$ cat src/design/rtwu_regs.svh
`ifndef RTWU_REGS_SVH
`define RTWU_REGS_SVH
`define RTWU_CLK_MHZ 50
`define RTWU_DRT_LONG_US 18000
`define RTWU_DRT_SHORT_US 10
`define RTWU_WDT_PERIOD_US 18000
`define RTWU_OFF_STATUS 32'h0000_0000
`define RTWU_OFF_OPTION 32'h0000_0004
`define RTWU_OFF_CONFIG 32'h0000_0008
`define RTWU_STAT_PCW 7
`define RTWU_STAT_TO_N 4
`define RTWU_STAT_PD_N 3
`define RTWU_OPT_WAKE_EN_N 7
`define RTWU_OPT_PSA 3
`define RTWU_OPT_RATE_HI 2
`define RTWU_OPT_RESET 8'hff
`define RTWU_CFG_PIN_EN 0
`define RTWU_CFG_WDT_EN 1
`define RTWU_CFG_OSC_LO 2
`define RTWU_CFG_OSC_HI 4
`define RTWU_CFG_RESET 5'h03
`endif

$ cat src/design/rtwu_pkg.sv
`default_nettype none
package rtwu_pkg;
	typedef enum logic [2:0] {
		INTERNAL_RC_OSC_MODE = 3'b000,
		EXTERNAL_RC_OSC_MODE = 3'b001,
		STANDARD_CRYSTAL_MODE = 3'b010,
		HIGH_SPEED_CRYSTAL_MODE = 3'b011,
		LOW_POWER_CRYSTAL_MODE = 3'b100,
		EXTERNAL_CLOCK_MODE = 3'b101
	} rtwu_osc_mode_t;
	typedef logic [1:0] rtwu_resp_t;
	localparam rtwu_resp_t RTWU_RESP_OKAY = 2'h0;
	localparam rtwu_resp_t RTWU_RESP_SLVERR = 2'h2;
endpackage
`default_nettype wire

$ cat src/design/rtwu_wdt_if.sv
`timescale 1ns/1ps
`default_nettype none
interface rtwu_wdt_if;
	logic clear;
	logic enable;
	logic assign_sel;
	logic [2:0] rate;
	logic expire;
	modport ctrl (output clear, enable, assign_sel, rate, input expire);
	modport wdt (input clear, enable, assign_sel, rate, output expire);
endinterface
`default_nettype wire

$ cat src/design/rtwu_watchdog.sv
`timescale 1ns/1ps
`default_nettype none
`include "rtwu_regs.svh"
module rtwu_watchdog #(
	parameter int unsigned PERIOD_CYC = `RTWU_WDT_PERIOD_US * `RTWU_CLK_MHZ
) (
	input wire logic SYS_CLK,
	input wire logic RST,
	rtwu_wdt_if.wdt wd
);
	logic [31:0] base_cnt;
	logic [6:0] pre_cnt;
	logic expire;
	logic [31:0] since_clear;
	wire base_wrap = (base_cnt == PERIOD_CYC - 1);
	wire [6:0] pre_last = wd.assign_sel ? ((7'h01 << wd.rate) - 7'h01) : 7'h00;
	wire next_expire = wd.enable && !wd.clear && base_wrap && (pre_cnt >= pre_last);
	assign wd.expire = expire;

	// Free running counter, cleared by instruction or wake
	always_ff @(posedge SYS_CLK) begin
		if (RST || wd.clear || !wd.enable || next_expire) begin
			base_cnt <= 32'h0;
			pre_cnt <= 7'h00;
		end else if (base_wrap) begin
			base_cnt <= 32'h0;
			pre_cnt <= pre_cnt + 7'h01;
		end else begin
			base_cnt <= base_cnt + 32'h1;
		end
	end

	always_ff @(posedge SYS_CLK) begin
		if (RST) begin
			expire <= 1'b0;
		end else begin
			expire <= next_expire;
		end
	end

	always_ff @(posedge SYS_CLK) begin
		if (RST || wd.clear || expire) begin
			since_clear <= 32'h0;
		end else if (since_clear != 32'hffff_ffff) begin
			since_clear <= since_clear + 32'h1;
		end
	end
endmodule
`default_nettype wire

$ cat src/design/rtwu_top.sv
// Contract
// - Reset pin fuse at one enables pin reset; programmed makes pin plain input.
// - Power-up sets reset latch, clears timer; timer counts once pin high; expiry releases.
// - Reset timer runs from its own oscillator; core held while it counts; here it counts SYS_CLK cycles.
// - Delay 18 ms after power-up or crystal modes, else 10 us.
// - Watchdog expiry during sleep also runs the reset timer delay.
// - Watchdog runs from its own oscillator and keeps counting during sleep; here it is clocked by SYS_CLK.
// - Watchdog expiry causes full device reset, awake or asleep.
// - A watchdog reset clears the active-low time-out flag, status bit 4, unless a pin reset comes in the same cycle.
// - Watchdog enable fuse at zero disables watchdog permanently; here a config register write setting bit 1 re-enables it.
// - Base watchdog period 18 ms, optionally stretched by prescaler up to 1:128.
// - Watchdog clear instruction resets counter and assigned prescaler.
// - Sleep instruction resets counter and assigned prescaler.
// - Wake flags: watchdog 0,0,0; pin reset 0,1,0; pin change 1,1,0.
// - Awake flags: power-up 0,1,1; watchdog 0,0,u; pin reset 0,u,u.
// - Flags hold until a reset or sleep instruction; pin pulse alone changes none beyond that.
// - Power-on, reset pin, watchdog and pin-change wake all drive chip reset.
// - Power-down flag, status bit 3, set on power-up, cleared by sleep.
// - Watchdog cleared whenever the device wakes, whatever the cause.
// - In sleep, wake when monitored pins differ from last port read value.
`timescale 1ns/1ps
`default_nettype none
`include "rtwu_regs.svh"
module rtwu_top #(
	parameter int unsigned DRT_LONG_CYC = `RTWU_DRT_LONG_US * `RTWU_CLK_MHZ,
	parameter int unsigned WDT_PERIOD_CYC = `RTWU_WDT_PERIOD_US * `RTWU_CLK_MHZ,
	parameter int unsigned PORT_W = 4,
	parameter logic [PORT_W-1:0] WAKE_MASK = 4'hf
) (
	input wire logic SYS_CLK,
	input wire logic RST,
	input wire logic EXTERNAL_RESET_PIN_N,
	input wire logic [PORT_W-1:0] PORT_PINS,
	input wire logic PORT_READ,
	input wire logic WATCHDOG_CLEAR_INSTR,
	input wire logic SLEEP_INSTR,
	output logic CHIP_RESET,
	output logic SLEEPING,
	input wire logic [31:0] AWADDR,
	input wire logic AWVALID,
	output logic AWREADY,
	input wire logic [31:0] WDATA,
	input wire logic [3:0] WSTRB,
	input wire logic WVALID,
	output logic WREADY,
	output logic [1:0] BRESP,
	output logic BVALID,
	input wire logic BREADY,
	input wire logic [31:0] ARADDR,
	input wire logic ARVALID,
	output logic ARREADY,
	output logic [31:0] RDATA,
	output logic [1:0] RRESP,
	output logic RVALID,
	input wire logic RREADY
);
	localparam int unsigned DRT_SHORT_CYC = `RTWU_DRT_SHORT_US * `RTWU_CLK_MHZ;

	logic pin_meta, pin_sync;
	logic [PORT_W-1:0] port_meta, port_sync, port_capt;
	logic pcw_flag, to_n, pd_n, drt_long;
	logic [31:0] drt_cnt;
	logic [7:0] option;
	logic [4:0] config_fuse;
	logic aw_full, w_full;
	logic [31:0] aw_addr, w_data;
	logic w_lane0;

	rtwu_wdt_if wd_bus();

	// Two-flop synchronisers for pins
	always_ff @(posedge SYS_CLK) begin
		pin_meta <= EXTERNAL_RESET_PIN_N;
		pin_sync <= pin_meta;
		port_meta <= PORT_PINS;
		port_sync <= port_meta;
	end

	wire pin_en = config_fuse[`RTWU_CFG_PIN_EN];
	wire pin_high = !pin_en || pin_sync;
	wire pin_rst_evt = pin_en && !pin_sync;
	wire wdt_evt = wd_bus.expire;
	wire pcw_evt = SLEEPING && !CHIP_RESET && !option[`RTWU_OPT_WAKE_EN_N]
		&& ((port_sync & WAKE_MASK) != (port_capt & WAKE_MASK));
	wire any_evt = pin_rst_evt || wdt_evt || pcw_evt;
	wire sleep_go = SLEEP_INSTR && !CHIP_RESET && !SLEEPING;
	wire [2:0] osc = config_fuse[`RTWU_CFG_OSC_HI:`RTWU_CFG_OSC_LO];
	wire crystal = (osc == rtwu_pkg::STANDARD_CRYSTAL_MODE)
		|| (osc == rtwu_pkg::HIGH_SPEED_CRYSTAL_MODE)
		|| (osc == rtwu_pkg::LOW_POWER_CRYSTAL_MODE);
	wire [31:0] drt_last = drt_long ? DRT_LONG_CYC - 1 : DRT_SHORT_CYC - 1;

	assign wd_bus.clear = any_evt || sleep_go
		|| (WATCHDOG_CLEAR_INSTR && !CHIP_RESET);
	assign wd_bus.enable = config_fuse[`RTWU_CFG_WDT_EN];
	assign wd_bus.assign_sel = option[`RTWU_OPT_PSA];
	assign wd_bus.rate = option[`RTWU_OPT_RATE_HI:0];

	rtwu_watchdog #(.PERIOD_CYC(WDT_PERIOD_CYC)) u_wdt (
		.SYS_CLK(SYS_CLK),
		.RST(RST),
		.wd(wd_bus)
	);

	// Register decode
	wire do_wr = aw_full && w_full && !BVALID;
	wire wr_opt = do_wr && (aw_addr == `RTWU_OFF_OPTION) && w_lane0;
	wire wr_cfg = do_wr && (aw_addr == `RTWU_OFF_CONFIG) && w_lane0;
	wire wr_hit = (aw_addr == `RTWU_OFF_OPTION) || (aw_addr == `RTWU_OFF_CONFIG);
	wire rd_stat = (ARADDR == `RTWU_OFF_STATUS);
	wire rd_cfg = (ARADDR == `RTWU_OFF_CONFIG);
	wire rd_opt = (ARADDR == `RTWU_OFF_OPTION);
	wire [31:0] stat_word = {24'h0, pcw_flag, 2'h0, to_n, pd_n, 3'h0};
	wire [31:0] rd_word = rd_stat ? stat_word : (rd_cfg ? {27'h0, config_fuse} : 32'h0);

	// Reset latch, reset timer and cause flags
	always_ff @(posedge SYS_CLK) begin
		if (RST) begin
			CHIP_RESET <= 1'b1;
			drt_cnt <= 32'h0;
			drt_long <= 1'b1;
			SLEEPING <= 1'b0;
			pcw_flag <= 1'b0;
			to_n <= 1'b1;
			pd_n <= 1'b1;
			option <= `RTWU_OPT_RESET;
			config_fuse <= `RTWU_CFG_RESET;
		end else begin
			if (wr_cfg) begin
				config_fuse <= w_data[4:0];
			end
			if (any_evt) begin
				CHIP_RESET <= 1'b1;
				drt_cnt <= 32'h0;
				drt_long <= crystal || (CHIP_RESET && drt_long);
				SLEEPING <= 1'b0;
				option <= `RTWU_OPT_RESET;
				if (pin_rst_evt) begin
					pcw_flag <= 1'b0;
					if (SLEEPING) begin
						to_n <= 1'b1;
						pd_n <= 1'b0;
					end
				end else if (wdt_evt) begin
					pcw_flag <= 1'b0;
					to_n <= 1'b0;
					if (SLEEPING) begin
						pd_n <= 1'b0;
					end
				end else begin
					pcw_flag <= 1'b1;
					to_n <= 1'b1;
					pd_n <= 1'b0;
				end
			end else if (CHIP_RESET) begin
				if (pin_high) begin
					if (drt_cnt == drt_last) begin
						CHIP_RESET <= 1'b0;
					end else begin
						drt_cnt <= drt_cnt + 32'h1;
					end
				end
			end else begin
				if (wr_opt) begin
					option <= w_data[7:0];
				end
				if (sleep_go) begin
					SLEEPING <= 1'b1;
					pd_n <= 1'b0;
					to_n <= 1'b1;
				end
			end
		end
	end

	// Port value captured at each read
	always_ff @(posedge SYS_CLK) begin
		if (RST) begin
			port_capt <= '0;
		end else if (PORT_READ) begin
			port_capt <= port_sync;
		end
	end

	// AXI4-Lite write channel
	always_ff @(posedge SYS_CLK) begin
		if (RST) begin
			aw_full <= 1'b0;
			w_full <= 1'b0;
			aw_addr <= 32'h0;
			w_data <= 32'h0;
			w_lane0 <= 1'b0;
			BVALID <= 1'b0;
			BRESP <= rtwu_pkg::RTWU_RESP_OKAY;
		end else begin
			if (AWVALID && AWREADY) begin
				aw_full <= 1'b1;
				aw_addr <= AWADDR;
			end
			if (WVALID && WREADY) begin
				w_full <= 1'b1;
				w_data <= WDATA;
				w_lane0 <= WSTRB[0];
			end
			if (do_wr) begin
				aw_full <= 1'b0;
				w_full <= 1'b0;
				BVALID <= 1'b1;
				BRESP <= wr_hit ? rtwu_pkg::RTWU_RESP_OKAY : rtwu_pkg::RTWU_RESP_SLVERR;
			end else if (BVALID && BREADY) begin
				BVALID <= 1'b0;
			end
		end
	end

	assign AWREADY = !aw_full && !BVALID;
	assign WREADY = !w_full && !BVALID;
	assign ARREADY = !RVALID;

	// AXI4-Lite read channel
	always_ff @(posedge SYS_CLK) begin
		if (RST) begin
			RVALID <= 1'b0;
			RDATA <= 32'h0;
			RRESP <= rtwu_pkg::RTWU_RESP_OKAY;
		end else if (ARVALID && ARREADY) begin
			RVALID <= 1'b1;
			RDATA <= rd_word;
			RRESP <= (rd_stat || rd_cfg || rd_opt) ? rtwu_pkg::RTWU_RESP_OKAY
				: rtwu_pkg::RTWU_RESP_SLVERR;
		end else if (RVALID && RREADY) begin
			RVALID <= 1'b0;
		end
	end
endmodule
`default_nettype wire

$ cat config.mk
export PLATFORM = sky130hd
export DESIGN_NAME = rtwu_top
export DESIGN_NICKNAME = d
export VERILOG_FILES = /design/src/design/rtwu_pkg.sv /design/src/design/rtwu_wdt_if.sv /design/src/design/rtwu_watchdog.sv /design/src/design/rtwu_top.sv
export VERILOG_INCLUDE_DIRS = /design/src /design/src/design
export SDC_FILE = /design/constraint.sdc
export NUM_CORES = 1
export LEC_CHECK = 0
export BUFFER_PORTS_ARGS = -buffer_cell sky130_fd_sc_hd__buf_2
export CORE_UTILIZATION = 37
export CTS_CLUSTER_DIAMETER = 200
export DETAILED_ROUTE_END_ITERATION = 12
export PLACE_DENSITY = 0.57
export SYNTH_ARGS = -nofsm -noshare
export SYNTH_HDL_FRONTEND = slang
export SYNTH_HIERARCHICAL = 1
export SYNTH_SLANG_ARGS = --single-unit
$ cat constraint.sdc
create_clock -name SYS_CLK -period 4.4 [get_ports SYS_CLK]
set_input_delay 0.88 -clock SYS_CLK [delete_from_list [all_inputs] [get_ports SYS_CLK]]
set_output_delay 0.88 -clock SYS_CLK [all_outputs]
set_load 0.02 [all_outputs]
---- Word-level counts from Yosys, hierarchy flattened ----
Cells that the tools add are included.
storage, ports and cells
  bits in registers ....................... 186
  bits of input ports ..................... 115
  output and inout port bits .............. 43
cells by class
  add/sub/neg operators ................... 4
  $lt $le $gt $ge ......................... 1
  equal/unequal tests ..................... 12
  shift operators ......................... 1
  multiplexer cells ....................... 26
  bitwise logic cells ..................... 2
  reductions and logical operators ........ 61
operator list
  operator                                           count
  adder 32 x 1 -> 32 bit (second input constant)     2
  == test 32 x 3 -> 1 bit (second input constant)    2
  == test 32 x 4 -> 1 bit (second input constant)    2
  == test 32 x 20 -> 1 bit                           1
  == test 32 x 20 -> 1 bit (second input constant)   1
  logical NOT 32 bit                                 1
  logical AND 1 bit                                  24
  2-to-1 mux 1 bit                                   20
  2-to-1 mux 20 bit                                  1
  logical OR 1 bit                                   14
  logical NOT 1 bit                                  11
  2-to-1 mux 8 bit                                   1
  adder 7 x 1 -> 7 bit (second input constant)       1
  greater-or-equal comparator 7 bit                  1
  2-to-1 mux 7 bit                                   1
  << shifter 1 x 3 -> 7 bit (first input constant)   1
  subtractor 7 x 1 -> 7 bit (second input constant)  1
  == test 3 x 2 -> 1 bit (second input constant)     2
  AND reduction 2 bit                                3
  AND reduction 3 bit                                2
  nonzero test 2 bit                                 3
  OR reduction 2 bit                                 3
  2-to-1 mux 5 bit                                   1
  2-to-1 mux 2 bit                                   2
  5 further kinds                                    6

---- Longest topological paths before layout ----
  depth in word-level cells ............... 13
  mapped depth ............................ 15

---- Modules after synthesis ----
The synthesis kept the hierarchy.
modules (own cells, without submodules)
  module         instances  cells each  area each (um2)
  rtwu_top       1          574         4964.8
  rtwu_watchdog  1          248         2078.2

---- Worst setup path after synthesis ----
Ideal clock, no wire load.
  path type ............................... flip-flop to flip-flop
  start ................................... register option[2]
  end ..................................... register u_wdt.pre_cnt[2]
  setup time .............................. 0.072 ns
  data arrival time ....................... 2.796 ns
  data required time ...................... 4.328 ns
  setup slack ............................. 1.533 ns
  stages on the path, launching flop included .. 15
  buffers on the path ..................... 2
  period minus slack after synthesis ...... 2.867 ns
  cell sequence ........................... dfxtp_1 clkbuf_1 or3_1 ha_1 clkbuf_1 nor2_1 mux2i_1 o21ai_0 nand2_1 ha_1 a21o_1 a21o_1 a221oi_1 o21ai_1 a21oi_1
between the ends
  longest elaborated chain between the ends .. 6
ends and longest elaborated chain
  what                               line                 source
  start, declared                    rtwu_top.sv:63       logic [7:0] option;
  start signal, assigned             rtwu_top.sv:126      option <= `RTWU_OPT_RESET;
  start signal, assigned             rtwu_top.sv:137      option <= `RTWU_OPT_RESET;
  start signal, assigned             rtwu_top.sv:165      option <= w_data[7:0];
  << shifter 1 x 3 -> 7 bit          rtwu_watchdog.sv:16  wire [6:0] pre_last = wd.assign_sel ? ((7'h01 << wd.rate) - 7'h01) : 7'h00;
  subtractor 7 x 1 -> 7 bit          rtwu_watchdog.sv:16
  2-to-1 mux 7 bit                   rtwu_watchdog.sv:16
  greater-or-equal comparator 7 bit  rtwu_watchdog.sv:17  wire next_expire = wd.enable && !wd.clear && base_wrap && (pre_cnt >= pre_last);
  logical AND 1 bit                  rtwu_watchdog.sv:17
  logical OR 1 bit                   rtwu_watchdog.sv:22  if (RST || wd.clear || !wd.enable || next_expire) begin
  end signal, assigned               rtwu_watchdog.sv:27  pre_cnt <= pre_cnt + 7'h01;
  end, declared                      rtwu_watchdog.sv:12  logic [6:0] pre_cnt;
Every way passes these cells.
A chain may end at the register's enable or synchronous reset.

---- Final worst setup path ----
Ends and elaborated chain as after synthesis.

==> summary.txt <==
Logic synthesis
  – Most frequent cell after synthesis: dfxtp_1
  – Mapped Cells: 822
  – Asr flop ratio synth: 0%
  – Ys flop type: dfxtp_1
  – Syn avg cell area: 8.568 um2
  – Commonest cells post-synth: 153 x dfxtp_1, 109 x nand2_1, 79 x nor2_1
  – Seq/Total Area, Yosys: 43.49%
  – Synth warnings: 6
  – Synth Register Bits: 153
  – Area of the mapped netlist: 0.007043 mm2
  – Synth top area cells: dfxtp_1 43%, nand2_1 5.8%, a21oi_1 4.8%
  – Share of the synthesized area in the top cell type: 43.49%
  – Synth unique cells: 56
  – Post-synth EDFFs: 0
  – Dominant cell type by area after synthesis: dfxtp_1

Finish
  – Layout fillers: 1880
  – Finished Core Util: 43.98%
  – Share of layout cells above drive strength 1: 16.32%
  – Diode count: 0
  – Area growth syn-to-layout: 16.81%
  – Final nets: 1032

Global routing
  – First-pass GRT wire length: 25.16 mm
  – Largest net degree at the start of global routing: 66
  – M3 GR Usage: 4.034%
  – Global Route met2 Usage: 24.13%
  – GRT busiest layer: met2
  – Initial antenna violation count: 0
  – Met1 usage: 21.80%
  – GRT overflow: 0
  – Vias in the first global route: 5120
  – GRT Util Overall: 15.85%

Timing
  – Worst hold margin: 328.5 ps
  – Final min period: 3025 ps
  – Setup total negative slack: 0 ps
  – Period utilization: 68.75%
  – Slew Limit Fails: 0
  – Fmax: 0.3306 GHz
  – Final Hold Fails: 0
  – Worst-Margin Slew: 1157 ps
  – Final setup viols: 0
  – Slew HR: 22.88%
  – RSZ-0062 raised after global routing: no
  – Clock Skews: 18.13 ps

Power and ir drop
  – Maximum VDD drop: 0.0002386 V
  – Pleak: 3.149 nW
  – Pwr dens: 389.5 mW/mm2
  – Final Total Pwr: 3.204 mW

Floorplan
  – Die H: 140.0 um
  – Die Width: 140.0 um
  – Initial core utilization: 37.65%
  – Die area: 0.01959 mm2
  – Row cnt: 50
  – IO Pins: 158
  – Core area: 0.01871 mm2

Drt
  – Via density per instance: 5.033
  – Drc violations: 0
  – Post-detailed-routing wire length: 15.18 mm
  – Drt wl/cell: 13.16 um
  – Routed vias: 5803
  – Iter 0 DRT Violations: 243
  – Routed Antenna Nets: 0
  – DRT Pass-1 Iters: 6

Clock tree
  – CTS tree: yes
  – Hold-fix buffers, CTS: 0
  – Max clock buf depth: 2
  – Clk root buf: clkbuf_16
  – Buffers inserted by post-CTS timing repair: 0
  – Post_cts resized: 0
  – Clk slew on worst S/H paths: 70 ps
  – TritonCTS Buffers: 17
  – TritonCTS Sinks: 153
  – Htree depth: 4
  – Worst-Skew Late Latency: 440 ps

Worst hold path
  – Hold EP: port_sync[2]$_DFF_P_
  – Min-delay src: port_meta[2]$_DFF_P_
  – Hold Path Cell Cnt: 0
  – Min-Delay Path Class: flip-flop to flip-flop

Flow run
  – Maxcap violations: 0

Setup path
  – R2R depth: 12
  – Setup crit start kind: flip-flop
  – Worst reg2reg startpoint: option[2]$_SDFFE_PP1P_
  – CP Max Fanout: 9
  – Arr. time, crit path: 3380 ps
  – Setup Crit Path Kind: flip-flop to flip-flop
  – Critical Path Start: option[2]$_SDFFE_PP1P_
  – Required time worst endpoint: 4750 ps
  – FF-to-FF End: u_wdt/pre_cnt[2]$_SDFFE_PP0P_
  – Crit end category: flip-flop
  – Register-to-register path setup slack: 1370 ps

Placement
  – Buffers on Ports: 100
  – GP Congestion: 0.7430
  – Post-DP HPWL: 10.34 mm

Run status
  – Run status: complete, no violations
## registers in the layout (all words and copies together) (netlist names), 5 cells and up
register and count:
RDATA 6, aw_addr 32, config_fuse 5, drt_cnt 32, option 5, u_wdt/base_cnt 32, u_wdt/pre_cnt 7, w_data 6
## per-stage QoR
step,cell area (um2),instances,setup WS [ps]
after floorplan,7144,849,1533
after global placement,7589,1121,1394
after detailed placement,7589,1121,1379
after CTS,8227,1153,1347
after global routing,8227,1153,1088
final,8227,1153,1375
## where the power goes
group / leakage (nW) / switching, mW / internal (mW) / total (mW)
clock: 0.311 / 0.710 / 0.836 / 1.55
sequential: 1.25 / 0.0230 / 1.42 / 1.45
combinational: 1.59 / 0.135 / 0.0768 / 0.212
total: 3.15 / 0.868 / 2.34 / 3.20
## worst max-delay path by stage
| stage | endpoint | slack, ps | cells after the start |
|---|---|---|---|
| finish | u_wdt/pre_cnt[2]$_SDFFE_PP0P_ | 1370 | 12 |
| CTS | u_wdt/pre_cnt[2]$_SDFFE_PP0P_ | 1350 | 12 |
| global placement | u_wdt/pre_cnt[3]$_SDFFE_PP0P_ | 1390 | 12 |
| detailed placement | u_wdt/pre_cnt[5]$_SDFFE_PP0P_ | 1380 | 12 |
| floorplan | u_wdt/pre_cnt[2]$_SDFFE_PP0P_ | 1530 | 14 |
| global route | u_wdt/pre_cnt[2]$_SDFFE_PP0P_ | 1090 | 12 |
## worst max-delay path, cell delays in order (launching register included)
cell and delay, ps:
dfxtp_1 390, or3_1 420, ha_1 270, nor2_1 120
mux2i_1 70, o21ai_0 150, nand2_1 80, ha_1 300
a21o_1 180, a21o_1 170, a221oi_1 350, o21ai_1 240
a21oi_1 210
## cell families (layout without fill, tap and decap cells)
| kind of cell | count (synthesis) | in the layout | synth area share (%) |
|---|---|---|---|
| simple gates | 375 | 375 | 27.87 |
| flops | 153 | 153 | 43.49 |
| compound gates | 131 | 131 | 11.35 |
| buf+inv | 84 | 154 | 6.449 |
| xor+xnor | 41 | 41 | 5.099 |
| mux | 26 | 26 | 3.731 |
| fa+ha+maj | 11 | 11 | 1.954 |
| other cells | 1 | 28 | 0.05324 |
## cells in the final DEF, fill, tap and decap left out, types with 14 or more instances in the layout
cell,Yosys,layout
nand4_1,29,29
a21oi_1,67,67
conb_1,1,28
clkbuf_16,0,17
o31ai_1,18,18
inv_1,16,16
xnor2_1,21,21
nor2_1,79,79
nand3_1,25,25
dfxtp_1,153,153
nor4_1,28,28
o21ai_0,14,14
mux2i_1,24,24
nand2_1,109,109
buf_2,3,100
or4_1,20,20
xor2_1,20,20
## layout make-up
cell class / instances / area (um2) / share of cell area [%]
Clock buffer: 17 / 425.4 / 5.171
Clock inverter: 15 / 212.7 / 2.586
Inverter: 16 / 60.06 / 0.7300
Multi-Input combinational cell: 612 / 3627 / 44.09
Sequential cell: 153 / 3063 / 37.23
Tap cell: 234 / 292.8 / 3.559
Timing Repair Buffer: 106 / 545.5 / 6.631
## metal layers
metal / routed length (um) / share of wire [%]
met2: 6944 / 46
met4: 134 / 0.88
met1: 7618 / 50
met5: 0 / 0
met3: 478 / 3.1
Note: power is estimated with default switching activity, not from simulation.
